File: src/inc/bdw_pkg.sv
// package for the bridge decode and wake configuration block
package bdw_pkg;
  // ==========================================================
  // register offsets (word addresses, each register in byte lane 0)
  localparam logic [3:0] OFF_CS_CTRL = 4'h0;
  localparam logic [3:0] OFF_SYS_CTRL = 4'h1;
  localparam logic [3:0] OFF_BUS_CTRL = 4'h2;
  localparam logic [3:0] OFF_WAKE_LO = 4'h3;
  localparam logic [3:0] OFF_WAKE_HI = 4'h4;
  localparam logic [3:0] OFF_EVT_STAT = 4'h5;
  localparam logic [3:0] OFF_EVT_CLR = 4'h6;
  localparam logic [3:0] OFF_EVT_EN = 4'h7;
  localparam logic [3:0] OFF_MODE_STAT = 4'h8;
  // ==========================================================
  // reset values and the system control write mask
  localparam logic [7:0] RST_CS_CTRL = 8'h33;
  localparam logic [7:0] RST_SYS_CTRL = 8'h04;
  localparam logic [7:0] RST_BUS_CTRL = 8'h00;
  localparam logic [7:0] RST_WAKE = 8'h00;
  localparam logic [7:0] SYS_CTRL_WMASK = 8'hdf;
  // ==========================================================
  // field positions
  localparam int CS_EXT_BOOT = 7;
  localparam int CS_LOW_BOOT = 6;
  localparam int CS_WP = 5;
  localparam int CS_UP_BOOT = 4;
  localparam int CS_KBD = 1;
  localparam int CS_CLK = 0;
  localparam int SYS_REFRESH = 6;
  localparam int SYS_COPROC = 4;
  localparam int SYS_P92 = 2;
  localparam int SYS_KRST = 1;
  localparam int SYS_GATE = 0;
  localparam int BUS_IOREC = 2;
  localparam int BUS_EXT_ALE = 1;
  localparam int EVT_KRST = 0;
  localparam int EVT_WAKE = 1;
  localparam int EVT_COPROC = 2;
  // ==========================================================
  // encoded select values and decode constants
  localparam logic [1:0] XSEL_NONE = 2'h0;
  localparam logic [1:0] XSEL_CLOCK = 2'h1;
  localparam logic [1:0] XSEL_BOOT = 2'h3;
  localparam logic [31:0] EXT_BOOT_LO = 32'hfff80000;
  localparam logic [31:0] EXT_BOOT_HI = 32'hfffdffff;
  localparam logic [31:0] UP_BOOT_R4_LO = 32'hff800000;
  // revision code that selects the later upper boot decode; arbitrary value
  localparam logic [7:0] REV_ID_LATE = 8'h12;
  localparam logic [15:0] LOW_A = 16'hfffe;
  localparam logic [15:0] LOW_B = 16'hffee;
  localparam logic [15:0] LOW_C = 16'h000e;
  localparam logic [15:0] UP_A = 16'hffff;
  localparam logic [15:0] UP_B = 16'hffef;
  localparam logic [15:0] UP_C = 16'h000f;
  localparam logic [15:0] KBD_PORT_BASE = 16'h0060;
  localparam logic [15:0] CLK_PORT_BASE = 16'h0070;
  localparam logic [15:0] PORT_92 = 16'h0092;
  localparam logic [7:0] KBD_CMD_PORT = 8'h64;
  localparam logic [7:0] KBD_RESET_CMD = 8'hfe;
  localparam logic [7:0] KBD_GATE_ON_CMD = 8'hdf;
  localparam logic [7:0] KBD_GATE_OFF_CMD = 8'hdd;
  // ==========================================================
  // timing
  localparam int CLK_HZ = 25000000;
  localparam int INIT_PULSE_CLKS = 5;
  localparam int HARD_RESET_OUTPUT_US = 1000;
  localparam int HARD_RESET_OUTPUT_CLKS = HARD_RESET_OUTPUT_US * (CLK_HZ / 1000000);
  localparam int IOREC_16_BCLK = 4;
  localparam int IOREC_8_BCLK = 8;
  // ==========================================================
  // grouped carriers
  typedef struct packed {
    logic valid;
    logic write;
    logic io;
    logic wide16;
    logic [31:0] addr;
    logic [7:0] data;
  } bdw_cycle_s;
  typedef struct packed {
    logic boot_select;
    logic [1:0] encoded_select;
    logic claim_port92;
    logic forward_legacy;
  } bdw_select_s;
endpackage : bdw_pkg

File: src/rtl/bdw_config.sv
// register bank for boot/keyboard/clock decode, legacy control and irq wake enables
//
// The placing of the registers and the Avalon-MM interface to the registers are this design's own decisions.
`timescale 1ns/1ps
// ==========================================================
// Overview of operation
// extended boot enable selects boot memory for FFF80000h..FFFDFFFFh, per processor mode
// lower boot enable selects 64 KB at FFFE0000h, FFEE0000h or 000E0000h
// write protect suppresses boot select for writes, in both processor modes
// upper boot enable resets to 1; earlier revision decodes FFFF/FFEF/000F 64 KB regions
// later revision upper boot decodes 000F0000h..000FFFFFh and FF800000h..FFFFFFFFh
// keyboard select enable in first mode gives encoded select 11 on even ports 60-66h
// clock-chip select enable in first mode gives encoded select 01 on ports 70-77h
// coprocessor error enable makes shared pin the coprocessor error input
// port 92 enable claims port 92 locally, otherwise forward to legacy bus
// first mode keyboard reset emulation pulses init for more than 4 clocks
// second mode keyboard reset emulation pulses hard reset for 1 ms
// first mode gate emulation sets the gate output on command DFh and clears it on DDh
// recovery bit adds 4 bus clocks after 16-bit, 8 after 8-bit I/O
// low wake-enable bit n lets irq n break and drop power active
// high wake-enable bits enable irq 8..15 as break events
// software uses wake-enable registers only in first processor mode
// chip select control reads 33h after reset
// legacy system control resets 04h; bus control and wake enables reset 00h
// always-zero reserved bit of legacy system control reads zero
module bdw_config
  import bdw_pkg::*;
#(
  parameter int HARD_RESET_OUTPUT_CYCLES = HARD_RESET_OUTPUT_CLKS,
  parameter logic [7:0] REVISION_ID = 8'h01 // arbitrary value
) (
  input wire logic i_clk,
  input wire logic i_arst_n,
  input wire logic [3:0] i_avs_address,
  input wire logic i_avs_read,
  input wire logic i_avs_write,
  input wire logic [31:0] i_avs_writedata,
  input wire logic [3:0] i_avs_byteenable,
  output logic [31:0] o_avs_readdata,
  output logic o_avs_waitrequest,
  input wire logic i_mode_second,
  input wire bdw_cycle_s i_cycle,
  input wire logic i_bclk_tick,
  input wire logic [15:0] i_irq,
  input wire logic i_shared_pin,
  output bdw_select_s o_select,
  output logic o_io_recovery_busy,
  output logic o_ext_ale,
  output logic o_refresh_en,
  output logic o_coprocessor_error,
  output logic o_shared_alt,
  output logic o_init,
  output logic o_hard_reset_n,
  output logic o_gate_out,
  output logic o_power_mgmt_active_n,
  output logic o_irq
);
  // ==========================================================
  // registers
  logic [7:0] cs_reg, sys_reg, bus_reg, wlo_reg, whi_reg, evt_en_reg, evt_reg;
  logic ack_reg, wait_reg;
  logic [31:0] rdata_reg;
  logic [15:0] irq_prev_reg;
  logic [23:0] rst_cnt_reg;
  logic init_reg, hrst_n_reg, gate_reg, power_mgmt_active_n_reg, int_reg, busy_reg;
  logic [3:0] rec_cnt_reg;
  bdw_select_s sel_reg;
  logic copro_reg, alt_reg;

  // ==========================================================
  // bus decode: one wait state, answer on the second edge
  // writes land only at the edge where the master sees waitrequest low
  wire logic acc = (i_avs_read | i_avs_write) & ~ack_reg;
  wire logic wr_en = i_avs_write & ack_reg & i_avs_byteenable[0];
  wire logic [7:0] wd = i_avs_writedata[7:0];
  wire logic wr_cs = wr_en & (i_avs_address == OFF_CS_CTRL);
  wire logic wr_sys = wr_en & (i_avs_address == OFF_SYS_CTRL);
  wire logic wr_bus = wr_en & (i_avs_address == OFF_BUS_CTRL);
  wire logic wr_wlo = wr_en & (i_avs_address == OFF_WAKE_LO);
  wire logic wr_whi = wr_en & (i_avs_address == OFF_WAKE_HI);
  wire logic wr_clr = wr_en & (i_avs_address == OFF_EVT_CLR);
  wire logic wr_een = wr_en & (i_avs_address == OFF_EVT_EN);
  logic [7:0] rd_mux;
  always_comb begin
    case (i_avs_address)
      OFF_CS_CTRL: rd_mux = cs_reg;
      OFF_SYS_CTRL: rd_mux = sys_reg;
      OFF_BUS_CTRL: rd_mux = bus_reg;
      OFF_WAKE_LO: rd_mux = wlo_reg;
      OFF_WAKE_HI: rd_mux = whi_reg;
      OFF_EVT_STAT: rd_mux = evt_reg;
      OFF_EVT_EN: rd_mux = evt_en_reg;
      OFF_MODE_STAT: rd_mux = {REVISION_ID[5:0], ~power_mgmt_active_n_reg, i_mode_second};
      default: rd_mux = 8'h00;
    endcase
  end

  // ==========================================================
  // address decode of the bridge cycle
  wire logic [31:0] a = i_cycle.addr;
  wire logic mem = i_cycle.valid & ~i_cycle.io;
  wire logic iocyc = i_cycle.valid & i_cycle.io;
  wire logic rev_late = (REVISION_ID == REV_ID_LATE);
  wire logic hit_ext = cs_reg[CS_EXT_BOOT] & (a >= EXT_BOOT_LO) & (a <= EXT_BOOT_HI);
  wire logic hit_low = cs_reg[CS_LOW_BOOT] &
    ((a[31:16] == LOW_A) | (a[31:16] == LOW_B) | (a[31:16] == LOW_C));
  wire logic up_early = (a[31:16] == UP_A) | (a[31:16] == UP_B) | (a[31:16] == UP_C);
  wire logic up_late = (a[31:16] == UP_C) | (a >= UP_BOOT_R4_LO);
  wire logic hit_up = cs_reg[CS_UP_BOOT] & (rev_late ? up_late : up_early);
  wire logic boot_hit = mem & (hit_ext | hit_low | hit_up) &
    ~(cs_reg[CS_WP] & i_cycle.write);
  wire logic kbd_hit = iocyc & ~i_mode_second & cs_reg[CS_KBD] &
    (a[15:3] == KBD_PORT_BASE[15:3]) & ~a[0];
  wire logic clk_hit = iocyc & ~i_mode_second & cs_reg[CS_CLK] &
    (a[15:3] == CLK_PORT_BASE[15:3]);
  wire logic p92_hit = iocyc & (a[15:0] == PORT_92);
  bdw_select_s sel_next;
  always_comb begin
    sel_next.boot_select = boot_hit & i_mode_second;
    sel_next.encoded_select = XSEL_NONE;
    if ((boot_hit & ~i_mode_second) | kbd_hit) begin
      sel_next.encoded_select = XSEL_BOOT;
    end else if (clk_hit) begin
      sel_next.encoded_select = XSEL_CLOCK;
    end
    sel_next.claim_port92 = p92_hit & sys_reg[SYS_P92];
    sel_next.forward_legacy = p92_hit & ~sys_reg[SYS_P92];
  end

  // ==========================================================
  // keyboard command emulation
  wire logic kcmd = iocyc & i_cycle.write & (a[15:0] == {8'h00, KBD_CMD_PORT});
  wire logic krst = kcmd & sys_reg[SYS_KRST] & (i_cycle.data == KBD_RESET_CMD);
  wire logic gate_cmd = kcmd & ~i_mode_second & sys_reg[SYS_GATE];
  wire logic [23:0] pulse_len = i_mode_second ? HARD_RESET_OUTPUT_CYCLES[23:0] : INIT_PULSE_CLKS[23:0];
  wire logic [15:0] irq_rise = i_irq & ~irq_prev_reg;
  wire logic wake_hit = |(irq_rise & {whi_reg, wlo_reg});
  wire logic io_end = iocyc & ~p92_hit;
  wire logic [3:0] rec_len = i_cycle.wide16 ? IOREC_16_BCLK[3:0] : IOREC_8_BCLK[3:0];
  wire logic [3:0] rec_next = (io_end && bus_reg[BUS_IOREC]) ? rec_len :
    (i_bclk_tick && rec_cnt_reg != 4'h0) ? rec_cnt_reg - 4'h1 : rec_cnt_reg;
  logic [7:0] evt_set;
  always_comb begin
    evt_set = 8'h00;
    evt_set[EVT_KRST] = krst;
    evt_set[EVT_WAKE] = wake_hit;
    evt_set[EVT_COPROC] = sys_reg[SYS_COPROC] & i_shared_pin;
  end
  wire logic [7:0] evt_next = (evt_reg & ~(wr_clr ? wd : 8'h00)) | evt_set;

  // ==========================================================
  // register writes and bus answer
  always_ff @(posedge i_clk or negedge i_arst_n) begin
    if (!i_arst_n) begin
      cs_reg <= RST_CS_CTRL;
      sys_reg <= RST_SYS_CTRL;
      bus_reg <= RST_BUS_CTRL;
      wlo_reg <= RST_WAKE;
      whi_reg <= RST_WAKE;
      evt_en_reg <= 8'h00;
      evt_reg <= 8'h00;
      ack_reg <= 1'b0;
      wait_reg <= 1'b1;
      rdata_reg <= 32'h0000_0000;
    end else begin
      ack_reg <= acc;
      wait_reg <= ~acc;
      if (acc && i_avs_read) begin
        rdata_reg <= {24'h00_0000, rd_mux};
      end
      if (wr_cs) begin
        cs_reg <= wd;
      end
      if (wr_sys) begin
        sys_reg <= wd & SYS_CTRL_WMASK;
      end
      if (wr_bus) begin
        bus_reg <= wd;
      end
      if (wr_wlo) begin
        wlo_reg <= wd;
      end
      if (wr_whi) begin
        whi_reg <= wd;
      end
      if (wr_een) begin
        evt_en_reg <= wd;
      end
      evt_reg <= evt_next;
    end
  end

  // ==========================================================
  // output stage
  always_ff @(posedge i_clk or negedge i_arst_n) begin
    if (!i_arst_n) begin
      sel_reg <= '0;
      irq_prev_reg <= 16'h0000;
      rst_cnt_reg <= 24'h00_0000;
      init_reg <= 1'b0;
      hrst_n_reg <= 1'b1;
      gate_reg <= 1'b0;
      power_mgmt_active_n_reg <= 1'b1;
      int_reg <= 1'b0;
      rec_cnt_reg <= 4'h0;
      busy_reg <= 1'b0;
      copro_reg <= 1'b0;
      alt_reg <= 1'b0;
    end else begin
      sel_reg <= sel_next;
      irq_prev_reg <= i_irq;
      int_reg <= |(evt_next & evt_en_reg);
      copro_reg <= sys_reg[SYS_COPROC] & i_shared_pin;
      alt_reg <= ~sys_reg[SYS_COPROC] & i_shared_pin;
      if (krst) begin
        rst_cnt_reg <= pulse_len;
        init_reg <= ~i_mode_second;
        hrst_n_reg <= ~i_mode_second;
      end else if (rst_cnt_reg != 24'h00_0000) begin
        rst_cnt_reg <= rst_cnt_reg - 24'h00_0001;
      end else begin
        init_reg <= 1'b0;
        hrst_n_reg <= 1'b1;
      end
      if (gate_cmd && i_cycle.data == KBD_GATE_ON_CMD) begin
        gate_reg <= 1'b1;
      end else if (gate_cmd && i_cycle.data == KBD_GATE_OFF_CMD) begin
        gate_reg <= 1'b0;
      end
      // power active drops on a break event in first mode; any valid bridge cycle sets it again
      if (wake_hit && !i_mode_second) begin
        power_mgmt_active_n_reg <= 1'b1;
      end else if (i_cycle.valid) begin
        power_mgmt_active_n_reg <= 1'b0;
      end
      rec_cnt_reg <= rec_next;
      busy_reg <= (rec_next != 4'h0);
    end
  end

  assign o_avs_readdata = rdata_reg;
  assign o_avs_waitrequest = wait_reg;
  assign o_select = sel_reg;
  assign o_io_recovery_busy = busy_reg;
  assign o_ext_ale = bus_reg[BUS_EXT_ALE];
  assign o_refresh_en = sys_reg[SYS_REFRESH];
  assign o_coprocessor_error = copro_reg;
  assign o_shared_alt = alt_reg;
  assign o_init = init_reg;
  assign o_hard_reset_n = hrst_n_reg;
  assign o_gate_out = gate_reg;
  assign o_power_mgmt_active_n = power_mgmt_active_n_reg;
  assign o_irq = int_reg;
endmodule : bdw_config

File: config.mk
export PLATFORM = sky130hd
export DESIGN_NAME = bdw_config
export DESIGN_NICKNAME = d
export VERILOG_FILES = /design/src/inc/bdw_pkg.sv /design/src/rtl/bdw_config.sv
export SDC_FILE = /design/constraint.sdc
export NUM_CORES = 1
export LEC_CHECK = 0
export ABC_AREA = 1
export BUFFER_PORTS_ARGS = -buffer_cell sky130_fd_sc_hd__clkbuf_2
export CORE_ASPECT_RATIO = 0.7
export CORE_UTILIZATION = 45
export CTS_BUF_LIST = sky130_fd_sc_hd__clkbuf_2 sky130_fd_sc_hd__clkbuf_4 sky130_fd_sc_hd__clkbuf_8
export DETAILED_ROUTE_END_ITERATION = 8
export PLACE_DENSITY_LB_ADDON = 0.25
export REMOVE_ABC_BUFFERS = 1
export SLEW_MARGIN = 10
export SYNTH_ARGS = -nofsm -noshare
export SYNTH_HDL_FRONTEND = slang
export SYNTH_SLANG_ARGS = --single-unit
export TNS_END_PERCENT = 100
File: constraint.sdc
create_clock -name i_clk -period 3.1 [get_ports i_clk]
set_input_delay 0.31 -clock i_clk [delete_from_list [all_inputs] [get_ports i_clk]]
set_output_delay 0.31 -clock i_clk [all_outputs]
set_load 0.005 [all_outputs]
==> Word level (Yosys, flattened, before mapping) <==
Index checks and enable logic that the tools add are counted.
{ "op_classes": {"reduce_logical": 16, "n_bitwise": 64, "shifts": 0, "add_sub_neg": 2, "n_lt_le_gt_ge": 2, "multipliers": 0, "eq_ne": 22, "n_div": 0, "n_mux": 18} }
{ "ops": {"columns": ["cell", "count"], "rows": [
  ["16-bit == test (second input constant)", 4],
  ["8-bit one-hot mux with 8 select lines", 1],
  ["24-bit two-way mux", 2],
  ["1-bit bitwise AND", 39],
  ["16-bit bitwise AND", 2],
  ["16-bit by 4-bit == test with 1-bit output (second input constant)", 2],
  ["32-bit >= comparator (second input constant)", 1],
  ["32-bit less-or-equal comparator (second input constant)", 1],
  ["13-bit by 4-bit == test with 1-bit output (second input constant)", 2],
  ["8-bit == test (second input constant)", 3],
  ["24-bit nonzero test", 1],
  ["24-bit by 1-bit subtractor with 24-bit output (second input constant)", 1],
  ["8-bit bitwise AND", 2],
  ["16-bit by 7-bit == test with 1-bit output (second input constant)", 1],
  ["16-bit by 8-bit == test with 1-bit output (second input constant)", 1],
  ["4-bit by 3-bit == test with 1-bit output (second input constant)", 4],
  ["16-bit NOT", 1],
  ["16-bit OR reduction", 1],
  ["15-bit two-way mux", 1],
  ["4-bit two-way mux", 3],
  ["1-bit NOT", 10],
  ["1-bit two-way mux", 9],
  ["4-bit by 2-bit == test with 1-bit output (second input constant)", 2],
  ["8-bit two-way mux", 1],
  ["14 further kinds", 29]
]} }
{ "word_totals": {"in_bits": 107, "mem_count": 0, "latch_bits": 0, "mem_bits_rw": 0, "out_inout_bits": 48, "wordCells": 149, "romBits": 0, "ff_bits": 122} }

==> Longest topological paths before layout <==
Gate-level depths: netlist (run 1).
{ "depth": {"ltp_word": 11, "mapped_depth": 11, "mapped_depth_nobuf": 11} }

==> Worst setup path before layout (run 1) <==
No wires, ideal clock.
{ "synth_timing": {"path_kind": "register -> register", "start": "reg rst_cnt_reg[0]", "end": "reg rst_cnt_reg[21]", "setup_ns": 0.119, "t_arrival_ns": 1.378, "period_less_slack_ns": 1.497, "path_stages_with_launch": 10, "required_ns": 2.981, "setup_slack_ns": 1.603, "n_path_buf": 0, "path_cell_list": "dfrtp_1 inv_1 ha_1 nand2_2 nor2_4 nand3_1 inv_1 nand2_2 a21oi_1 nor2_1"} }
{ "synth_between": {"elab_chain_len": 3, "word_cells_on_any_way": 5, "cone_classes": "add/sub (1); mux (2); reduce/logical (2)"} }
{ "synth_rtl": {"columns": ["item", "line_no", "rtl"], "rows": [
  ["start: declaration", "bdw_config.sv:64", "logic [23:0] rst_cnt_reg;"],
  ["start signal: assignment", "bdw_config.sv:216", "rst_cnt_reg <= pulse_len;"],
  ["start signal: assignment", "bdw_config.sv:220", "rst_cnt_reg <= rst_cnt_reg - 24'h00_0001;"],
  ["24-bit by 1-bit subtractor with 24-bit output", "bdw_config.sv:220", null],
  ["24-bit two-way mux", "bdw_config.sv:219", "end else if (rst_cnt_reg != 24'h00_0000) begin"],
  ["24-bit two-way mux", "bdw_config.sv:215", "if (krst) begin"]
]} }
Parallel ways exist; a longest one is shown, timed or not. The select of a mux whose other input is x is not followed.
A chain may end at the register's enable or synchronous reset.

==> Worst setup path in the final report (run 1) <==
{ "layout_timing": {"start": "reg rst_cnt_reg[0]", "end": "reg rst_cnt_reg[11]"} }
The elaborated chain is that of the path after synthesis.

==> results.json, run 1 <==
{
  "synthAdderAreaFrac": 0.003947,
  "clkTransAtPathRegs_ns": 0.09,
  "hp-class": "in2reg",
  "yosys.area_share.simple": 0.3102,
  "path_common_cell": "inv_1",
  "worstSetupStartpoint": "rst_cnt_reg[0]",
  "timing.hold.ws_ns": 0.07143,
  "die_w_um": 143.9,
  "synth_compound_area_frac": 0.07440,
  "drt_iter0_drc": 404,
  "p_leak_uw": 0.004203,
  "synth.most_common_cell": "nand2_1",
  "vias": 5546,
  "grt_util_met3": 0.05106,
  "p_per_area_nw_per_um2": 512.7,
  "antenna_cells": 0,
  "synthArstFlopShare": 1.000,
  "finalSetupTns_ns": 0,
  "layout_min_cycle_time_ns": 2.022,
  "fmaxAchievable_mhz": 494.5,
  "drc": 0,
  "grt_pass1_vias": 4962,
  "synth_cell_types": 39,
  "portBuffers": 103,
  "hold_start": "i_shared_pin",
  "synthFlopType": "dfrtp_1",
  "reg2reg_from": "rst_cnt_reg[0]",
  "fin_skew_ns": 0.01928,
  "final_layout_size_suffix_gt1_frac": 0.2021,
  "die_h_um": 101.3,
  "cts_sinks": 122,
  "worst_setup_path_end_kind": "flip-flop",
  "worst_path_largest_cell_delay_ns": 0.43,
  "ys_seq_elements": 122,
  "peakVddDrop_uv": 268.5,
  "firstDrtPassIters": 5,
  "cts_inserted_buffers": 17,
  "muxShareOfSynthArea": 0,
  "cts_max_path_buffers": 2,
  "wl_per_cell_um": 14.03,
  "via_per_inst": 4.886,
  "area_growth_pct": 18.81,
  "start_util": 0.4716,
  "yosysTopAreaCell": "dfrtp_1",
  "worstSetupStartpointType": "flip-flop",
  "root_buffer": "clkbuf_8",
  "synth_xor_xnor_area_share": 0.02349,
  "synth-edff-count": 0,
  "busiest_layer": "met1",
  "crit_type": "reg2reg",
  "cpMaxStageDelayCell": "dfrtp_1",
  "cp.arrival_ns": 2.35,
  "clk_latency_ns": 0.45,
  "synth_top_family_by_area": "simple AND/OR/NAND/NOR gates",
  "post-place-ws_ns": 1.186,
  "timing.final.crit_share": 0.6524,
  "hold_viol": 0,
  "cts_htree_levels": 4,
  "worst_pin_slew_ns": 0.6573,
  "grt_pass1_wl_mm": 25.30,
  "synth_area_um2": 6340,
  "fin_ws_ns": 1.078,
  "die_area_um2": 14570,
  "place_congestion": 0.8699,
  "cp_max_fo": 11,
  "largest_register_ffs": 24,
  "final_max_slew_viol_count": 0,
  "cp.required_ns": 3.42,
  "cts_tree": "done",
  "crit_chain": "inv_1, ha_1, nand2_2, nor2_4, nand4_1, nand3b_1, inv_1",
  "nets": 1046,
  "grt_max_degree": 51,
  "wirelength_mm": 15.92,
  "synth_commonest_cells": "nand2_1, dfrtp_1, inv_1, nor2_1, nand3_1",
  "grt_overflow": 0,
  "grt_use_total": 0.2326,
  "setup_viol": 0,
  "yosys_warnings": 0,
  "avgSynthCellArea_um2": 7.866,
  "rsz0062_at_grt": "false",
  "syn_inst": 806,
  "final_antenna_net_count": 0,
  "cap_viol_max_count": 0,
  "ys_seq_area_frac": 0.4831,
  "design.core.area_um2": 13440,
  "synthTopCellsByArea": "dfrtp_1, nand2_1, inv_1, nand3_1, nor2_1",
  "status": "finished clean",
  "post_cts_resized": 0,
  "hpwl_mm": 12.07,
  "num_io_pins": 155,
  "final_util": 0.5603,
  "rrSetupSlack_ns": 1.08,
  "grt_use_met2": 0.3148,
  "antenna_found_initial": 0,
  "use_met1": 0.3589,
  "rows": 35,
  "yosysTopAreaCellShare": 0.4500,
  "slew_headroom": 0.5604
}
## path summary, 6_finish.rpt
kind                       cells after the start              end
max                                            7  rst_cnt_reg[11]
min                                            3     o_shared_alt
max reg2reg                                    7  rst_cnt_reg[11]
min reg2reg                                    1          ack_reg
max in group asynchronous                      3       whi_reg[7]
min in group asynchronous                      2  irq_prev_reg[9]
## per-layer routing
layer / vias up / share of wire
met1: 2532 / 0.51
met2: 220 / 0.39
met4: 0 / 0.013
met3: 22 / 0.082
met5: - / 0
li1: 2772 / -
## layout by cell type (no fill, tap or decap), types with 3 or more instances in the layout
master / netlist / final
nand2_2: 10 / 10
nor3_1: 13 / 13
xor2_1: 13 / 13
nand3b_1: 5 / 5
nand2_1: 217 / 217
o21ai_2: 5 / 5
nor2_1: 80 / 80
nand4_1: 16 / 16
inv_1: 101 / 101
clkinv_2: 0 / 3
clkbuf_2: 0 / 102
clkbuf_4: 0 / 3
clkbuf_8: 0 / 18
a21oi_1: 7 / 7
dfrtp_1: 114 / 114
o2bb2ai_1: 4 / 4
nand3_1: 68 / 68
o21ai_1: 44 / 44
clkinvlp_4: 0 / 4
nor2_2: 3 / 3
dfstp_2: 8 / 8
nor2_4: 9 / 9
conb_1: 1 / 24
inv_2: 11 / 11
dlygate4sd3_1: 0 / 17
o21ai_0: 19 / 19
xnor2_1: 4 / 4
## timing repair
action / in CTS / in global routing
setup buffers: 0 / 0
endpoints found under the hold margin: 58 / 0
hold buffers: 17 / 0
## cell families (layout without fill, tap and decap cells)
logic type,after synthesis,count (layout)
AO/OA/AOI/OAI,85,85
XOR/XNOR,17,17
adder cells (fa/ha/maj),2,2
buffers and inverters,146,267
flip-flops,122,122
other,1,24
AND/OR/NAND/NOR,433,433
## area by class of cell
class | instances | area [um2]
multi-input combinational | 561 | 2703
fill | 1276 | 5912
clock inverter | 11 | 122.6
inverter | 113 | 426.7
clock buffer | 21 | 270.3
sequential | 122 | 3063
tap | 185 | 231.5
timing repair buffer | 122 | 715.7
## through the flow
| stage | total power (uW) | std cells | instance area [um2] |
|---|---|---|---|
| 2_1_floorplan | 2197 | 796 | 6192 |
| 3_3_place_gp | 2430 | 1086 | 6969 |
| 3_5_place_dp | 2446 | 1086 | 6969 |
| 4_1_cts | 3885 | 1135 | 7532 |
| 5_1_grt | 4069 | 1135 | 7532 |
| 6_report | 3862 | 1135 | 7532 |
## where the power goes
group	switching [uW]	leakage (uW)	internal [uW]	total, uW
sequential	98.8	0.00158	1770	1870
combinational	351	0.00243	220	570
clock	667	0.000192	759	1430
total	1120	0.00420	2750	3860
## worst max-delay path: cells and delay by family (launching register included)
family	cells	cell delay [ns]
AND/OR/NAND/NOR	4	0.96
flip-flops	1	0.43
adder cells (fa/ha/maj)	1	0.28
buffers and inverters	2	0.21
No activity file was read; power rests on OpenSTA's default activity.
==> run 2: changes to the inputs <==
--- a/config.mk
+++ b/config.mk
@@ -5,7 +5,7 @@
 export SDC_FILE = /design/constraint.sdc
 export NUM_CORES = 1
 export LEC_CHECK = 0
-export ABC_AREA = 1
+export ABC_AREA = 0
 export BUFFER_PORTS_ARGS = -buffer_cell sky130_fd_sc_hd__clkbuf_2
 export CORE_ASPECT_RATIO = 0.7
 export CORE_UTILIZATION = 45
==> constraint.sdc (replaced) <==
create_clock -name i_clk -period 1.7 [get_ports i_clk]
set_input_delay 0.17 -clock i_clk [delete_from_list [all_inputs] [get_ports i_clk]]
set_output_delay 0.17 -clock i_clk [all_outputs]
set_load 0.005 [all_outputs]
==> run 2 against run 1 <==
  * The run now ends with setup timing left
  * Global-route usage up 2.8 points
  * Power up 96%
  * Sequential power up 83%
  * Clock power up 100%
  * Sequential share of layout area down 3.9 points
  * Synthesized cell count down 33%
  * Final area up 11%
  * Critical path type unchanged
  * Highest routed layer unchanged
==> results.json, run 2 <==
{
  "clk_latency_ns": 0.43,
  "synth_area_um2": 5981,
  "cts_sinks": 122,
  "hold_viol": 0,
  "cap_viol_max_count": 0,
  "route.met3.wl_mm": 1.104,
  "rows": 34,
  "cp_max_fo": 6,
  "fillers": 975,
  "vias": 5229,
  "seq_power_share": 0.452,
  "num_io_pins": 155,
  "die_area_um2": 13760,
  "ys_seq_area_frac": 0.5121,
  "synth_top_family_by_area": "simple AND/OR/NAND/NOR gates",
  "clkTransAtPathRegs_ns": 0.07,
  "postPlaceCellArea_um2": 7315,
  "portBuffers": 103,
  "hold_start": "i_cycle[41]",
  "muxShareOfSynthArea": 0.1280,
  "synth.most_common_cell": "dfrtp_1",
  "synth_commonest_cells": "dfrtp_1, mux2_2, nor2_1, nand2_1, buf_4",
  "rsz0062_at_grt": "true",
  "slew_headroom": 0.6346,
  "grt_use_total": 0.2602,
  "root_buffer": "clkbuf_8",
  "final_common_cell": "dfrtp_1",
  "power.total_uw": 7564,
  "p_per_area_nw_per_um2": 907.2,
  "cts_max_path_buffers": 2,
  "layout_min_cycle_time_ns": 2.188,
  "synth_compound_area_frac": 0.09686,
  "yosysTopAreaCell": "dfrtp_1",
  "final_cell_mix": "dfrtp_1, buf_4, clkbuf_2, mux2_2, nor2_1",
  "final_antenna_net_count": 0,
  "synthFlopType": "dfrtp_1",
  "fin_skew_ns": 0.01201,
  "syn_inst": 544,
  "yosysTopAreaCellShare": 0.4770,
  "avgSynthCellArea_um2": 10.99,
  "cp.required_ns": 2.06,
  "synthTopCellsByArea": "dfrtp_1, mux2_2, dfstp_2, buf_4, nor2_1",
  "die_h_um": 98.46,
  "dr_wl_met2_mm": 7.614,
  "final_layout_size_suffix_gt1_frac": 0.4439,
  "worst_setup_path_end_kind": "flip-flop",
  "worstSetupStartpointType": "flip-flop",
  "rrSetupSlack_ns": -0.49,
  "synth_xor_xnor_area_share": 0.02782,
  "antenna_found_initial": 0,
  "r2r-end": "rst_cnt_reg[16]",
  "highest_layer": "met4",
  "timing.final.crit_share": 1.287,
  "start_util": 0.4718,
  "fin_ws_ns": -0.4875,
  "worst_pin_slew_ns": 0.5431,
  "hp-class": "in2reg",
  "firstDrtPassIters": 5,
  "violations": "setup timing",
  "synthArstFlopShare": 1.000,
  "yosys.area_share.simple": 0.1762,
  "cts_htree_levels": 4,
  "fmaxAchievable_mhz": 457.1,
  "largest_register_ffs": 24,
  "nets": 889,
  "area_growth_pct": 39.41,
  "cts_tree": "done",
  "synthAdderAreaFrac": 0.004184,
  "via_per_inst": 5.475,
  "place_congestion": 0.8980,
  "clkPwrFrac": 0.382,
  "drt_iter0_drc": 355,
  "cp.arrival_ns": 2.55,
  "pwr-share-comb": 0.167,
  "synth-edff-count": 0,
  "antenna_cells": 0,
  "drc": 0,
  "reg2reg_depth": 7,
  "die_w_um": 139.8,
  "p_sw_uw": 1944,
  "wl_per_cell_um": 18.03,
  "yosys_warnings": 0,
  "peakVddDrop_uv": 601.1,
  "grt_pass1_wl_mm": 27.13,
  "hpwl_mm": 12.43,
  "drt-met1-wl_mm": 8.362,
  "p_leak_uw": 0.003867,
  "stdcell_area_um2": 8338,
  "worstSetupStartpoint": "rst_cnt_reg[0]",
  "crit_type": "reg2reg",
  "wirelength_mm": 17.22,
  "grt_overflow": 0,
  "synth_cell_types": 61,
  "setup_viol": 26,
  "grt_max_degree": 49,
  "status": "finished with violations",
  "crit_path_end": "rst_cnt_reg[16]",
  "internal_power_uw": 5620,
  "ys_seq_elements": 122,
  "cts_inserted_buffers": 17,
  "final_max_slew_viol_count": 0,
  "design.core.area_um2": 12680,
  "grt_pass1_vias": 5173,
  "p_sw_frac": 0.2570,
  "reg2reg_from": "rst_cnt_reg[0]"
}
[run 2: cell count changes after synthesis, moves of 41 or more]
cell / change
inv_1: -84
nand2_1: -191
nand3_1: -50
mux2_2: +54
o21ai_1: -43
nor2_1: -41
[run 2: cell families after synthesis]
group                      count (synthesis)
and+or+nand+nor                          189
DFF                                      122
AOI/OAI and AO/OA                         85
muxes                                     66
buffers and inverters                     60
xor gates and xnor gates                  19
adders and majority gates                  2
other                                      1
[run 2: what timing repair did]
item                                    in CTS  in global routing
endpoints found under the setup margin      51                 50
gates resized for setup                     39                 19
setup buffers                                6                  8
pin swaps                                   27                 16
hold buffers                                21                  0
hold endpoints to repair                    48                  0
[run 2: cell type report]
class	count	area, um2	area share
clock buffer	24	299.0	0.03586
sequential	122	3063	0.3673
multi-input combinational	385	2927	0.3510
tap	162	202.7	0.02431
inverter	17	63.81	0.007653
clock inverter	8	142.6	0.01711
timing repair buffer	237	1640	0.1967
[run 2: how the worst min path moves through the flow]
stage	end	slack, ns	cells past startpoint
2_1_floorplan	ack_reg	-0.13	0
3_3_place_gp	rec_cnt_reg[3]	0.12	1
3_5_place_dp	rec_cnt_reg[3]	0.12	1
4_1_cts	o_select[1]	0.008	3
5_1_grt	o_select[2]	0.03	2
6_report	o_select[1]	0.03	3
[run 2: routing by layer]
layer  vias up  global-route usage
met5         -                   0
met4         0             0.07270
met3        17             0.06511
met2       210              0.3808
met1      2587              0.3835
li1       2415                   -
[run 2: worst max-delay path, cell delays in order (launching register included)]
cell and delay, ns:
dfrtp_1 0.38, inv_1 0.06, ha_2 0.17, or3b_4 0.38, or4_4 0.54, buf_6 0.16
or3_1 0.30, a21oi_1 0.12
[run 2: power by group through the flow]
stage	Combinational, uW	Clock [uW]	Sequential, uW
final	1260	2890	3420
after global placement	1130	0	3450
after floorplan	588	0	3400
after detailed placement	1170	0	3460
after global routing	1370	3100	3450
after CTS	1230	2930	3410
[run 2: metrics by stage]
step / worst slack (ns) / hold slack (ns) / util / setup TNS, ns / instances
floorplan: -1.714 / -0.1256 / - / -38.92 / 524
global placement: -0.6682 / 0.1160 / 0.5770 / -17.61 / 888
detailed placement: -0.7276 / 0.1181 / 0.5770 / -19.34 / 888
CTS: -0.4940 / 0.008097 / 0.6446 / -11.32 / 947
global route: -0.5936 / 0.03396 / 0.6577 / -13.78 / 955
finish: -0.4875 / 0.03182 / 0.6577 / -11.42 / 955
